**config.mk**
```make
export PLATFORM = sky130hd
export DESIGN_NAME = bsd_core
export DESIGN_NICKNAME = d
export VERILOG_FILES = /design/src/rtl/bsd_pkg.sv /design/src/rtl/bsd_core.sv /design/src/rtl/bsd_sine_mod.sv /design/src/rtl/bsd_i2c_tgt.sv
export SDC_FILE = /design/constraint.sdc
export NUM_CORES = 2
export LEC_CHECK = 0
export BUFFER_PORTS_ARGS = -buffer_cell sky130_fd_sc_hd__buf_2
export CORE_MARGIN = 8
export CORE_UTILIZATION = 35
export DETAILED_ROUTE_END_ITERATION = 16
export MAX_ROUTING_LAYER = met4
export SYNTH_ARGS = -nofsm -noshare
export SYNTH_HDL_FRONTEND = slang
export SYNTH_SLANG_ARGS = --single-unit
```
**constraint.sdc**
```tcl
create_clock -name clock -period 38.9 [get_ports clock]
set_input_delay 1.945 -clock clock [delete_from_list [all_inputs] [get_ports clock]]
set_output_delay 1.945 -clock clock [all_outputs]
set_load 0.1 [all_outputs]
```
**src/rtl/bsd_pkg.sv**
```systemverilog
// constants and carrier types shared by the sine drive core
// assumes one 200 MHz clock and a byte-wide register space on i2c
package bsd_pkg;

  // ==========================================================
  // register offsets
  localparam logic [7:0] REG_SPEED_LO     = 8'h00;
  localparam logic [7:0] REG_SPEED_HI     = 8'h01;
  localparam logic [7:0] REG_FAULT_STATUS = 8'h10;
  localparam logic [7:0] REG_FAULT_CAUSE  = 8'h11;
  localparam logic [7:0] REG_CURRENT      = 8'h12;
  localparam logic [7:0] REG_SUPPLY       = 8'h13;
  localparam logic [7:0] REG_DUTY         = 8'h14;
  localparam logic [7:0] REG_CFG_BASE     = 8'h20;
  localparam int         CFG_WORDS        = 12;
  localparam logic [3:0] CFG_LAST         = 4'hb;

  // ==========================================================
  // field positions
  localparam int BIT_OVER_TEMP = 7;
  localparam int BIT_OVER_CURR = 5;
  localparam int BIT_LOCK      = 4;
  localparam int CFG_MODE      = 0;  // mode word index
  localparam int CFG_OC_THR    = 1;  // overcurrent threshold
  localparam int CFG_DUTY_CAP  = 2;  // peak duty cap, upper 8 bits
  localparam int BIT_VREG_SEL  = 0;  // output_voltage_select
  localparam int SRC_LSB       = 1;  // speed source, two bits
  localparam int SRC_MSB       = 2;

  // speed command sources
  localparam logic [1:0] SRC_PWM    = 2'h0;
  localparam logic [1:0] SRC_ANALOG = 2'h1;
  localparam logic [1:0] SRC_I2C    = 2'h2;

  // ==========================================================
  // thresholds and timing
  localparam logic [7:0] THERMAL_TRIP = 8'h96;  // 150 degC code
  localparam logic [7:0] THERMAL_HYS  = 8'h0a;  // 10 degC code
  localparam int CLK_KHZ          = 200000;
  localparam int LOCK_OFF_MS      = 5000;
  localparam int LOCK_OFF_CYCLES  = LOCK_OFF_MS * CLK_KHZ;
  localparam int SUPPLY_SAMPLE_US = 10;
  localparam int SUPPLY_CYCLES    = SUPPLY_SAMPLE_US * CLK_KHZ / 1000;
  localparam logic [8:0] PWM_WIN  = 9'h1fe;  // 511 samples a window
  localparam logic [7:0] RAMP_TOP = 8'hff;   // duty ramp divider
  localparam logic [6:0] I2C_ADDR = 7'h52;   // arbitrary value

  // ==========================================================
  // sine table placement
  localparam logic [8:0] SINE_MID = 9'h094;
  localparam logic [5:0] PH_B_OFS = 6'h15;
  localparam logic [5:0] PH_C_OFS = 6'h2b;

  // per-phase drive: pwm high side, enable low means high impedance
  typedef struct packed {
    logic [2:0] pwm;
    logic [2:0] en;
  } bsd_phase_t;

  // register access from the i2c target
  typedef struct packed {
    logic [7:0] addr;
    logic       wr;
    logic       rd;
    logic [7:0] wdata;
  } bsd_bus_t;

endpackage

```
**src/rtl/bsd_core.sv**
```systemverilog
// sine drive core: speed select, duty ramp, faults, lock retry,
// eeprom load and the i2c register map
// assumes eeprom data arrives one cycle after ee_addr, adc codes
// are on this clock; speed, direction and i2c pins are asynchronous
`timescale 1ns/1ps
`default_nettype none
// Behaviour
// - regulator target 5 V when select is 0, 3.3 V when 1
// - shut down above trip temperature, resume below trip minus hysteresis
// - status bit 7 at 0x10 stays set during thermal shutdown
// - overcurrent puts all phase drivers high impedance until it clears
// - overcurrent sets status bit 5 at 0x10
// - rotor lock stops driving the phases at once
// - after release delay drive restarts; persisting lock repeats the cycle
// - lock holds status bit 4 at 0x10 and records its cause
// - speed command from pin pwm duty, pin analog level or register
// - peak duty follows command, held back by limiting functions
// - third harmonic sine, one phase grounded, two phases modulated
// - peak duty is the highest duty within one electrical cycle
// - peak amplitude scales linearly with peak duty
// - eeprom copied to operating registers after power-on and wake
// - host register writes replace eeprom values except while an eeprom load is in progress
// - tach output toggles every half electrical turn, once per 32 commutation steps
// - direction input level sets commutation direction
// - phase current always, supply periodically sampled and readable
module bsd_core import bsd_pkg::*; #(
  parameter int LOCK_CYCLES = LOCK_OFF_CYCLES  // lock release time
) (
  input  wire logic       clock,           // 200 MHz
  input  wire logic       reset,           // async, high
  input  wire logic       scl_pin,         // i2c clock pin
  input  wire logic       sda_pin,         // i2c data pin level
  output logic            sda_out,         // i2c data drive value
  output logic            sda_oe,          // i2c data pulled low
  input  wire logic       speed_pin,       // speed pin, pwm mode
  input  wire logic [8:0] speed_adc,       // speed pin, analog code
  input  wire logic       direction_input, // rotation direction pin
  input  wire logic [7:0] temp_code,       // die temperature code
  input  wire logic [7:0] phase_current,   // fet current code
  input  wire logic [7:0] supply_adc,      // supply voltage code
  input  wire logic       lock_detect,     // rotor lock seen
  input  wire logic [2:0] lock_cause,      // which lock check fired
  input  wire logic       duty_hold,       // current limit, no rise
  input  wire logic       avs_hold,        // anti_voltage_surge, no fall
  input  wire logic       sleep_exit,      // wake pulse
  input  wire logic [7:0] ee_data,         // eeprom word
  output logic [3:0]      ee_addr,         // eeprom word index
  output var  bsd_phase_t phase_drive,     // phase pwm and enables
  output logic            tach_output,     // speed indication
  output logic            vreg_target_3v3  // 1: 3.3 V, 0: 5 V
);

  typedef struct packed {
    logic                      spd_s1, spd_s2, dir_s1, dir_s2;
    logic [8:0]                win, high, pwm_cmd, speed_i2c, duty;
    logic [CFG_WORDS-1:0][7:0] cfg;
    logic                      ld_busy, ld_pend;
    logic [3:0]                ee_addr, ld_slot;
    logic                      hot, oc, oc_flag, lock_wait;
    logic [29:0]               lock_timer;
    logic [2:0]                cause;
    logic [7:0]                ramp, cur, sup;
    logic [15:0]               acc;
    logic [10:0]               sup_cnt;
    logic                      step, tach;
  } bsd_core_t;

  bsd_core_t  s, n;
  bsd_bus_t   bus;
  logic [7:0] rdata, status;
  logic [8:0] cmd, target, cap;
  logic [7:0] cfg_idx;
  logic       turn, drive_en, stat_rd;

  // ==========================================================
  // i2c target and sine modulator
  bsd_i2c_tgt u_i2c (
    .clock   (clock),
    .reset   (reset),
    .scl_pin (scl_pin),
    .sda_pin (sda_pin),
    .rdata   (rdata),
    .sda_oe  (sda_oe),
    .bus     (bus)
  );

  bsd_sine_mod u_sine (
    .clock   (clock),
    .reset   (reset),
    .step    (s.step),
    .reverse (s.dir_s2),
    .peak    (s.duty),
    .enable  (drive_en),
    .drive   (phase_drive),
    .turn    (turn)
  );

  // ==========================================================
  // register read map
  assign cfg_idx = 8'(bus.addr - REG_CFG_BASE);
  always_comb begin
    status = 8'h00;
    status[BIT_OVER_TEMP] = s.hot;
    status[BIT_OVER_CURR] = s.oc_flag;
    status[BIT_LOCK] = s.lock_wait;
    case (bus.addr)
      REG_SPEED_LO:     rdata = s.speed_i2c[7:0];
      REG_SPEED_HI:     rdata = {7'h00, s.speed_i2c[8]};
      REG_FAULT_STATUS: rdata = status;
      REG_FAULT_CAUSE:  rdata = {5'h00, s.cause};
      REG_CURRENT:      rdata = s.cur;
      REG_SUPPLY:       rdata = s.sup;
      REG_DUTY:         rdata = s.duty[8:1];
      default:
        rdata = (cfg_idx < 8'(CFG_WORDS)) ? s.cfg[cfg_idx[3:0]] : 8'h00;
    endcase
  end
  assign stat_rd = bus.rd && (bus.addr == REG_FAULT_STATUS);

  // ==========================================================
  // next state
  always_comb begin
    n = s;
    n.spd_s1 = speed_pin;
    n.spd_s2 = s.spd_s1;
    n.dir_s1 = direction_input;
    n.dir_s2 = s.dir_s1;
    // pwm duty measured as high samples in a window
    n.win = (s.win == 9'h000) ? PWM_WIN : 9'(s.win - 9'h001);
    n.high = 9'(s.high + {8'h00, s.spd_s2});
    if (s.win == 9'h000) begin
      n.pwm_cmd = s.high;
      n.high = {8'h00, s.spd_s2};
    end
    // command source select and cap
    case (s.cfg[CFG_MODE][SRC_MSB:SRC_LSB])
      SRC_PWM:    cmd = s.pwm_cmd;
      SRC_ANALOG: cmd = speed_adc;
      SRC_I2C:    cmd = s.speed_i2c;
      default:    cmd = 9'h000;
    endcase
    cap = {s.cfg[CFG_DUTY_CAP], 1'b1};
    target = (cmd > cap) ? cap : cmd;
    // duty ramps toward target unless a limiter holds it
    n.ramp = 8'(s.ramp + 8'h01);
    if (s.ramp == RAMP_TOP) begin
      if (s.duty < target && !duty_hold) begin
        n.duty = 9'(s.duty + 9'h001);
      end else if (s.duty > target && !avs_hold) begin
        n.duty = 9'(s.duty - 9'h001);
      end
    end
    // thermal trip with hysteresis
    if (temp_code > THERMAL_TRIP) begin
      n.hot = 1'b1;
    end else if (temp_code < 8'(THERMAL_TRIP - THERMAL_HYS)) begin
      n.hot = 1'b0;
    end
    // overcurrent level and sticky flag, set beats read clear
    n.oc = phase_current > s.cfg[CFG_OC_THR];
    n.oc_flag = n.oc | (s.oc_flag & ~stat_rd);
    // lock stop, release wait and retry
    if (s.lock_wait) begin
      if (s.lock_timer == 30'h0) n.lock_wait = 1'b0;
      else n.lock_timer = 30'(s.lock_timer - 30'h1);
    end else if (lock_detect && !s.ld_busy) begin
      n.lock_wait = 1'b1;
      n.lock_timer = 30'(LOCK_CYCLES - 1);
      n.cause = lock_cause;
    end
    drive_en = !n.hot && !n.oc && !n.lock_wait && !s.ld_busy;
    // commutation rate follows duty
    {n.step, n.acc} = 17'({1'b0, s.acc} + 17'(s.duty));
    n.step = n.step && drive_en;
    if (turn) n.tach = !s.tach;
    // measurements
    n.cur = phase_current;
    n.sup_cnt = 11'(s.sup_cnt - 11'h001);
    if (s.sup_cnt == 11'h000) begin
      n.sup = supply_adc;
      n.sup_cnt = 11'(SUPPLY_CYCLES - 1);
    end
    // eeprom copy, one word a cycle
    if (s.ld_pend) n.cfg[s.ld_slot] = ee_data;
    n.ld_pend = s.ld_busy;
    n.ld_slot = s.ee_addr;
    if (s.ld_busy) begin
      if (s.ee_addr == CFG_LAST) n.ld_busy = 1'b0;
      else n.ee_addr = 4'(s.ee_addr + 4'h1);
    end
    if (sleep_exit) begin
      n.ld_busy = 1'b1;
      n.ee_addr = 4'h0;
    end
    // host writes override loaded values
    if (bus.wr && !s.ld_busy && !s.ld_pend) begin
      if (bus.addr == REG_SPEED_LO) n.speed_i2c[7:0] = bus.wdata;
      if (bus.addr == REG_SPEED_HI) n.speed_i2c[8] = bus.wdata[0];
      if (cfg_idx < 8'(CFG_WORDS)) n.cfg[cfg_idx[3:0]] = bus.wdata;
    end
  end

  // state register
  always_ff @(posedge clock or posedge reset) begin
    if (reset) begin
      s <= '0;
      s.ld_busy <= 1'b1;
      s.win <= PWM_WIN;
    end else begin
      s <= n;
    end
  end

  assign sda_out         = 1'b0;
  assign ee_addr         = s.ee_addr;
  assign tach_output     = s.tach;
  assign vreg_target_3v3 = s.cfg[CFG_MODE][BIT_VREG_SEL];
endmodule
`default_nettype wire

```
**src/rtl/bsd_sine_mod.sv**
```systemverilog
// sine with third harmonic, one phase clamped low, eight-bit carrier
// assumes step pulses come from the core's commutation divider
`timescale 1ns/1ps
`default_nettype none
module bsd_sine_mod import bsd_pkg::*; (
  input  wire logic       clock,    // 200 MHz
  input  wire logic       reset,    // async, high
  input  wire logic       step,     // advance electrical angle
  input  wire logic       reverse,  // run angle backwards
  input  wire logic [8:0] peak,     // output_duty_peak
  input  wire logic       enable,   // drivers allowed
  output var  bsd_phase_t drive,    // phase pwm and enables
  output logic            turn      // half-turn pulse
);

  typedef struct packed {
    logic [5:0] phase;
    logic [7:0] cnt;
    bsd_phase_t drive;
    logic       turn;
  } bsd_sine_t;

  bsd_sine_t s, n;

  // quarter-wave table, amplitude 147 around SINE_MID
  function automatic logic [8:0] sin_u(input logic [5:0] p);
    logic [4:0] q;
    logic [7:0] m;
    q = p[4] ? 5'(5'h10 - {1'b0, p[3:0]}) : {1'b0, p[3:0]};
    case (q)
      5'h00: m = 8'h00;  5'h01: m = 8'h0e;  5'h02: m = 8'h1d;
      5'h03: m = 8'h2b;  5'h04: m = 8'h38;  5'h05: m = 8'h45;
      5'h06: m = 8'h52;  5'h07: m = 8'h5d;  5'h08: m = 8'h68;
      5'h09: m = 8'h72;  5'h0a: m = 8'h7a;  5'h0b: m = 8'h82;
      5'h0c: m = 8'h88;  5'h0d: m = 8'h8d;  5'h0e: m = 8'h90;
      5'h0f: m = 8'h92;  5'h10: m = 8'h93;
      default: m = 8'h00;
    endcase
    sin_u = p[5] ? 9'(SINE_MID - {1'b0, m}) : 9'(SINE_MID + {1'b0, m});
  endfunction

  // ==========================================================
  // next state
  always_comb begin
    logic [2:0][8:0] sv;
    logic [8:0]      lo;
    logic [16:0]     prod;
    n = s;
    sv = '0;
    lo = '0;
    prod = '0;
    n.cnt = 8'(s.cnt + 8'h01);
    n.turn = 1'b0;
    // direction sets angle sense
    if (step) begin
      n.phase = reverse ? 6'(s.phase - 6'h01) : 6'(s.phase + 6'h01);
      n.turn = (n.phase[4:0] == 5'h00);
    end
    sv[0] = sin_u(s.phase);
    sv[1] = sin_u(6'(s.phase + PH_B_OFS));
    sv[2] = sin_u(6'(s.phase + PH_C_OFS));
    lo = (sv[0] < sv[1]) ? sv[0] : sv[1];
    lo = (sv[2] < lo) ? sv[2] : lo;
    // lowest phase sits at zero, others scaled by the peak
    for (int i = 0; i < 3; i++) begin
      prod = 17'(sv[i] - lo) * 17'(peak);
      n.drive.pwm[i] = enable && (s.cnt < prod[16:9]);
    end
    n.drive.en = {3{enable}};
  end

  // state register
  always_ff @(posedge clock or posedge reset) begin
    if (reset) begin
      s <= '0;
    end else begin
      s <= n;
    end
  end

  assign drive = s.drive;
  assign turn  = s.turn;

endmodule
`default_nettype wire

```
**src/rtl/bsd_i2c_tgt.sv**
```systemverilog
// i2c target: pointer byte then data bytes, auto-increment both ways
// assumes scl and sda come straight from pins, sda open drain
`timescale 1ns/1ps
`default_nettype none
module bsd_i2c_tgt import bsd_pkg::*; #(
  parameter logic [6:0] DEV_ADDR = I2C_ADDR  // target address
) (
  input  wire logic       clock,    // 200 MHz
  input  wire logic       reset,    // async, high
  input  wire logic       scl_pin,  // serial clock pin
  input  wire logic       sda_pin,  // serial data pin level
  input  wire logic [7:0] rdata,    // value at bus.addr
  output logic            sda_oe,   // pull sda low
  output var  bsd_bus_t   bus       // register access
);

  typedef enum logic [5:0] {
    I_IDLE = 6'h01, I_ADDR = 6'h02, I_WR = 6'h04,
    I_ACK  = 6'h08, I_RD   = 6'h10, I_RACK = 6'h20
  } bsd_i2c_st_t;

  typedef struct packed {
    logic        scl1, scl2, scl3, sda1, sda2, sda3;
    bsd_i2c_st_t st;
    logic [3:0]  cnt;
    logic [7:0]  sh, ptr;
    logic        first, rw, oe;
    bsd_bus_t    bus;
  } bsd_i2c_t;

  bsd_i2c_t s, n;
  logic rise, fall;

  // ==========================================================
  // next state
  always_comb begin
    n = s;
    n.scl1 = scl_pin;
    n.scl2 = s.scl1;
    n.scl3 = s.scl2;
    n.sda1 = sda_pin;
    n.sda2 = s.sda1;
    n.sda3 = s.sda2;
    n.bus.wr = 1'b0;
    n.bus.rd = 1'b0;
    rise = s.scl2 & ~s.scl3;
    fall = ~s.scl2 & s.scl3;
    if (s.bus.wr || s.bus.rd) begin
      n.ptr = 8'(s.ptr + 8'h01);
    end
    if (s.scl2 && s.scl3 && s.sda3 && !s.sda2) begin
      n.st = I_ADDR;
      n.cnt = 4'h0;
      n.first = 1'b1;
      n.oe = 1'b0;
    end else if (s.scl2 && s.scl3 && !s.sda3 && s.sda2) begin
      n.st = I_IDLE;
      n.oe = 1'b0;
    end else if (rise) begin
      case (s.st)
        I_ADDR, I_WR: begin
          n.sh = {s.sh[6:0], s.sda2};
          n.cnt = 4'(s.cnt + 4'h1);
        end
        I_RACK: if (s.sda2) n.st = I_IDLE;
        default: ;
      endcase
    end else if (fall) begin
      case (s.st)
        I_ADDR: if (s.cnt == 4'h8) begin
          n.st = (s.sh[7:1] == DEV_ADDR) ? I_ACK : I_IDLE;
          n.oe = (s.sh[7:1] == DEV_ADDR);
          n.rw = s.sh[0];
        end
        I_WR: if (s.cnt == 4'h8) begin
          n.st = I_ACK;
          n.oe = 1'b1;
          n.first = 1'b0;
          if (s.first) n.ptr = s.sh;
          n.bus.wr = !s.first;
          n.bus.wdata = s.sh;
        end
        I_ACK, I_RACK: begin
          n.cnt = 4'h1;
          n.st = s.rw ? I_RD : I_WR;
          n.oe = s.rw && !rdata[7];
          n.sh = rdata;
          n.bus.rd = s.rw;
          if (!s.rw) n.cnt = 4'h0;
        end
        I_RD: if (s.cnt == 4'h8) begin
          n.st = I_RACK;
          n.oe = 1'b0;
        end else begin
          n.sh = {s.sh[6:0], 1'b0};
          n.oe = !s.sh[6];
          n.cnt = 4'(s.cnt + 4'h1);
        end
        default: ;
      endcase
    end
    n.bus.addr = n.ptr;
  end

  // state register
  always_ff @(posedge clock or posedge reset) begin
    if (reset) begin
      s <= '0;
      s.st <= I_IDLE;
      s.scl1 <= 1'b1;
      s.scl2 <= 1'b1;
      s.scl3 <= 1'b1;
      s.sda1 <= 1'b1;
      s.sda2 <= 1'b1;
      s.sda3 <= 1'b1;
    end else begin
      s <= n;
    end
  end

  assign sda_oe = s.oe;
  assign bus    = s.bus;

endmodule
`default_nettype wire

```
# [Word-level counts from Yosys, hierarchy flattened]
# Memories as Yosys holds them, arrays and structs flattened.
# Index checks and enable logic that the tools add are counted.
[op_classes] add_sub_neg=29 mul=3 magnitude_cmp=16 n_eq_ne=34 n_mux=87 bitwise_logic=11 n_reduce_logical=70
[ops] cell="$mux 96" n=3
[ops] cell="$bwmux 96" n=2
[ops] cell="$mux 9" n=11
[ops] cell="$mux 8" n=9
[ops] cell="$demux 8 s4" n=2
[ops] cell="$pmux 8 s7" n=1
[ops] cell="$mul 17x9->17" n=3
[ops] cell="$mux 10" n=5
[ops] cell="$mux 6" n=7
[ops] cell="$eq 8x5->1 const B" n=5
[ops] cell="$mux 18" n=2
[ops] cell="$mux 34" n=1
[ops] cell="$bmux 8 s4" n=1
[ops] cell="$mux 31" n=1
[ops] cell="$logic_not 30->1" n=1
[ops] cell="$mux 30" n=1
[ops] cell="$sub 30x1->30 const B" n=1
[ops] cell="$sub 9x9->10" n=3
[ops] cell="$mux 29" n=1
[ops] cell="$add 8x8->9 const A" n=3
[ops] cell="$lt 9x9->1" n=3
[ops] cell="$pmux 9 s3" n=1
[ops] cell="$sub 8x8->9 const A" n=3
[ops] cell="$add 8x1->8 const B" n=3
[ops] cell="other kinds (72)" n=177
[totals] regBits=308 mem_bits_ro=768 inputBits=54 output_inout_bits=14 wordCells=312 memories=3
[mem_list] name="(name not given)" depth=32 word_bits=8 rd=1 rd_clocked_by_memory_dff=0 wr=0 line="bsd_sine_mod.sv:30" source="case (q)"
[mem_list] name="(name not given)" depth=32 word_bits=8 rd=1 rd_clocked_by_memory_dff=0 wr=0 line="bsd_sine_mod.sv:30"
[mem_list] name="(name not given)" depth=32 word_bits=8 rd=1 rd_clocked_by_memory_dff=0 wr=0 line="bsd_sine_mod.sv:30"

# [Longest topological paths before layout]
# An unclocked memory read counts as a cell.
[depth] word_depth=14 ltp_mapped=78 ltp_nobuf=73

# [Modules after synthesis]
# Synthesis repeated with hierarchy kept, for this count alone.
[unflattened] hier_cells=3319 area_unflattened_um2=30137.7
[modules_own_cells] module="bsd_sine_mod" instances=1 cells_per_inst=1797 area_per_inst_um2=14433.8 seq_area_each_um2=475.5
[modules_own_cells] module="bsd_core" instances=1 cells_per_inst=1285 area_per_inst_um2=13123.8 seq_area_each_um2=6117.1
[modules_own_cells] module="bsd_i2c_tgt" instances=1 cells_per_inst=237 area_per_inst_um2=2580.0 seq_area_each_um2=1134.8

# [Least setup slack after synthesis]
# No wires, ideal clock.
[synth_path] path_type="reg-to-reg" from="register u_sine.s[15] in the netlist's numbering" to="register u_sine.s, in the netlist u_sine.drive[5]" setup_time_ns=0.125 arrival_ns=14.133 t_required_ns=38.775 path_slack_ns=24.641 stages_incl_launch_ff=74 path_buffers=8 period_less_slack_ns=14.259 cell_sequence="dfrtp_1 inv_1 clkbuf_1 ha_1 buf_2 buf_2 xnor2_1 inv_1 ha_1 clkbuf_1 nor2_1 a21o_1 a22oi_1 o211ai_1 o22ai_2 ha_1 a221o_1 buf_2 (+38 left out) inv_1 ha_1 a21oi_1 nor2b_1 nor2_1 nor2b_1 o21a_1 o21a_1 o21a_1 o21a_1 o21a_1 nor2_1 xnor2_1 xnor3_1 ha_1 nand3_1 nor2_1 a2111oi_0"
[synth_lines] element="start: declaration" line="bsd_sine_mod.sv:23" source="bsd_sine_t s, n;"
[synth_lines] element="start signal: assignment" line="bsd_sine_mod.sv:77" source="s <= n;"

==> results.cfg <==
[worst_setup_path]
worstReg2RegStart = u_sine.s[15]
cp_top_family = compound AO/OA/AOI/OAI gates
worst-path-stages = 68
r2r_cells = 68
cp_max_fo = 47
worstPathRequired_ns = 39.32
cp_slowest_cell = ha_1
r2r_slack_ns = 22.21
critical_path_buf_inv_count = 8
setup.worst_path.start_class = flip-flop
end_kind = flip-flop
worstPathArrival_ns = 17.11
timing.rr.end = u_sine.drive[5]
crit_top_cell = ha_1
cpPeakStageDelay_ns = 0.94
path_class = flip-flop to flip-flop

[clock_network]
postCtsHoldBufs = 0
ctsHtreeMaxLevel = 2
cts_buffers = 36
cts_sinks = 308
clockRootBuffer = clkbuf_16
clk_latency_ns = 0.55
clk_pin_slew_ns = 0.06
cts_resized = 0
cts_setup_buffers = 0
cts_buffer_depth = 3
cts_tree = yes

[layout]
drive_gt1_frac = 0.0898
final_core_util = 0.381
final_nets = 3779
area_delta_synth_final_pct = 8.42
diodes = 0

[timing]
skew_ns = 0.0282
drv_slew = 0
relSlewSlack = 0.177
fin_hold_ws_ns = 0.352
setup_violations = 0
max_freq_ghz = 0.0599
worst_pin_slew_ns = 1.23
final.min_clock_period_ns = 16.69
post-route-period-util = 0.429
rsz0062_at_grt = no
tns_ns = 0
hold_violations = 0

[yosys]
netlist_area_um2 = 29800
synth_top_family_by_area = adder cells
synth_edf_count = 0
yosys-top-cells-area = dfrtp_1, fa_1, ha_1
synth_flop_cell = dfrtp_1
netlist_instances = 3338
yosysUniqueCellTypes = 116
synthSimpleGateAreaFrac = 0.183
synth_area_per_cell_um2 = 8.91
async_reset_ff_frac = 1.00
synth-seq-cells = 308
synth_compound_area_frac = 0.127
synthMuxAreaShare = 0.0804
synth_top_area_cell = dfrtp_1
synthAdderAreaFrac = 0.227
yosys_warnings = 0
seq_area_frac_synth = 0.260
synth_top_area_frac = 0.246
synth_xor_area_frac = 0.0524
synth_fp_nets = 3804

[pwr]
swShare = 0.274
clkPwrFrac = 0.404
p_leak_nw = 14.8
p_switching_w = 0.000234
power.internal_w = 0.000620
powerDensity_nw_per_um2 = 26.5
p_comb_frac = 0.146
pwr-share-seq = 0.450
vdd_drop_max_v = 0.0000320

[drt]
viasPerCell = 5.16
routed_wl_um = 76800
ant_nets = 0
vias = 23100
wl_per_cell_um = 17.1
drc = 0
first_iter_violations = 1453
dr.pass1.iters = 6

[grt]
grt_pass1_wl_um = 126000
grt_max_degree = 116
globalRouteOverflowTotal = 0
first_global_vias = 23200
grt_antenna_before_repair = 0
gr-usage-all-layers = 0.167

[place]
port-buffer-count = 66
post-dp-hpwl_um = 56300
gp_congestion = 0.928

[hold_path]
worstHoldEndpoint = s[241]
hp-start = n[241]
hp-class = flip-flop to flip-flop
hold_depth = 0

[job]
maxCapViolCount = 0

[floorplan]
start_util = 0.351
fp.dieArea_um2 = 94600
coreArea_um2 = 84700
die_y_um = 308
ioPinCount = 68
rows = 107
die_w_um = 308

[status]
outcome = completed
==> final cells by class <==
| cell class | instances | area (um2) |
|---|---|---|
| clock buffers | 55 | 1090 |
| clock inverters | 9 | 115 |
| fillers | 8549 | 52500 |
| inverters | 364 | 1370 |
| multi-input cells | 2507 | 20000 |
| flip-flops and latches | 308 | 7730 |
| well taps | 1144 | 1430 |
| repair buffers | 96 | 556 |
==> cell usage in the layout, fill, tap and decap left out, types with 13 or more instances in the layout <==
cell type / n
nor2b_1: 45
dfstp_2: 16
o21a_1: 30
buf_2: 66
o21ai_0: 107
and2_1: 129
nor4_1: 14
ha_1: 204
nand4_1: 15
nand2b_1: 48
mux2_2: 26
xor2_1: 56
a21oi_1: 211
dfrtp_1: 292
xnor2_1: 107
mux4_2: 24
o211ai_1: 14
a21o_1: 29
fa_1: 208
nor2_1: 247
nor3b_1: 13
buf_4: 30
a31oi_1: 16
or3_1: 18
clkbuf_16: 36
o31ai_1: 16
nand3_1: 47
nand2_1: 420
nor3_1: 50
inv_1: 360
mux2i_1: 150
or2_2: 24
==> synthesized netlist by cell type (11+ instances only) <==
| master | instances |
|---|---|
| nor2_1 | 247 |
| a21oi_1 | 211 |
| nand2b_1 | 48 |
| mux4_2 | 24 |
| nor2b_1 | 45 |
| a22oi_1 | 11 |
| nand3_1 | 47 |
| xnor2_1 | 107 |
| and2_1 | 129 |
| or3_1 | 18 |
| xor2_1 | 56 |
| and3_1 | 11 |
| dfrtp_1 | 292 |
| mux2i_1 | 150 |
| nand2_1 | 420 |
| nor4_1 | 15 |
| nor3_1 | 50 |
| clkbuf_1 | 109 |
| a211oi_1 | 11 |
| or4_1 | 12 |
| o31ai_1 | 16 |
| nor3b_1 | 13 |
| mux2_2 | 26 |
| or2_2 | 24 |
| fa_1 | 208 |
| o21ai_0 | 107 |
| nand4_1 | 15 |
| ha_1 | 204 |
| o22ai_1 | 12 |
| buf_2 | 17 |
| a31oi_1 | 16 |
| inv_1 | 361 |
| buf_1 | 11 |
| o211ai_1 | 14 |
| dfstp_2 | 16 |
| a21o_1 | 29 |
| o21ai_1 | 11 |
| buf_4 | 20 |
| o21a_1 | 30 |
==> flip-flops by register name, indices dropped and copies added, names as in the netlist, 4 cells and up <==
name,count
u_i2c.n,4
cap,8
u_sine.s,14
u_i2c.bus,10
u_sine.drive,4
s,227
u_i2c.s,30
ee_addr,4
==> worst max path at each step <==
| stage | from | to | slack [ns] |
|---|---|---|---|
| 3_5_place_dp | u_sine.s[15] | u_sine.drive[5] | 22.34 |
| 4_1_cts | u_sine.s[15] | u_sine.drive[5] | 22.30 |
| 2_1_floorplan | u_sine.s[15] | u_sine.drive[5] | 24.64 |
| 5_1_grt | u_sine.s[15] | u_sine.drive[5] | 20.75 |
| 3_3_place_gp | u_sine.s[15] | u_sine.drive[5] | 22.81 |
| 6_report | u_sine.s[15] | u_sine.drive[5] | 22.21 |
==> through the flow <==
| stage | cell area, um2 | worst slack (ns) | total power (W) | instances |
|---|---|---|---|---|
| 3_5_place_dp | 31100 | 22.34 | 0.000515 | 4419 |
| 4_1_cts | 32300 | 22.30 | 0.000865 | 4483 |
| 5_1_grt | 32300 | 20.75 | 0.000896 | 4483 |
| 6_report | 32300 | 22.21 | 0.000855 | 4483 |
| 3_3_place_gp | 31100 | 22.81 | 0.000511 | 4419 |
| 2_1_floorplan | 29800 | 24.64 | 0.000476 | 3338 |
==> power groups by stage <==
stage               clock [W]  combinational [W]  sequential [W]
floorplan                   0          0.0000979        0.000378
global placement            0           0.000122        0.000389
detailed placement          0           0.000125        0.000390
CTS                  0.000355           0.000126        0.000384
global route         0.000367           0.000141        0.000389
finish               0.000345           0.000125        0.000385
==> logic make-up after synthesis <==
group,after synthesis
and+or+nand+nor,1137
AOI/OAI and AO/OA,579
buffers and inverters,523
adders and majority gates,417
DFF,308
muxes,203
xor gates and xnor gates,170
other,1
==> per-layer routing <==
| metal | wire length, um | track usage | vias to the layer above |
|---|---|---|---|
| met1 | 34700 | 0.219 | 11300 |
| met4 | 2220 | 0.0487 | 0 |
| met2 | 36300 | 0.272 | 531 |
| met3 | 3570 | 0.0193 | 142 |
| met5 | 0 | - | - |
| li1 | - | - | 11100 |
Power figures use the tool's default switching activity.
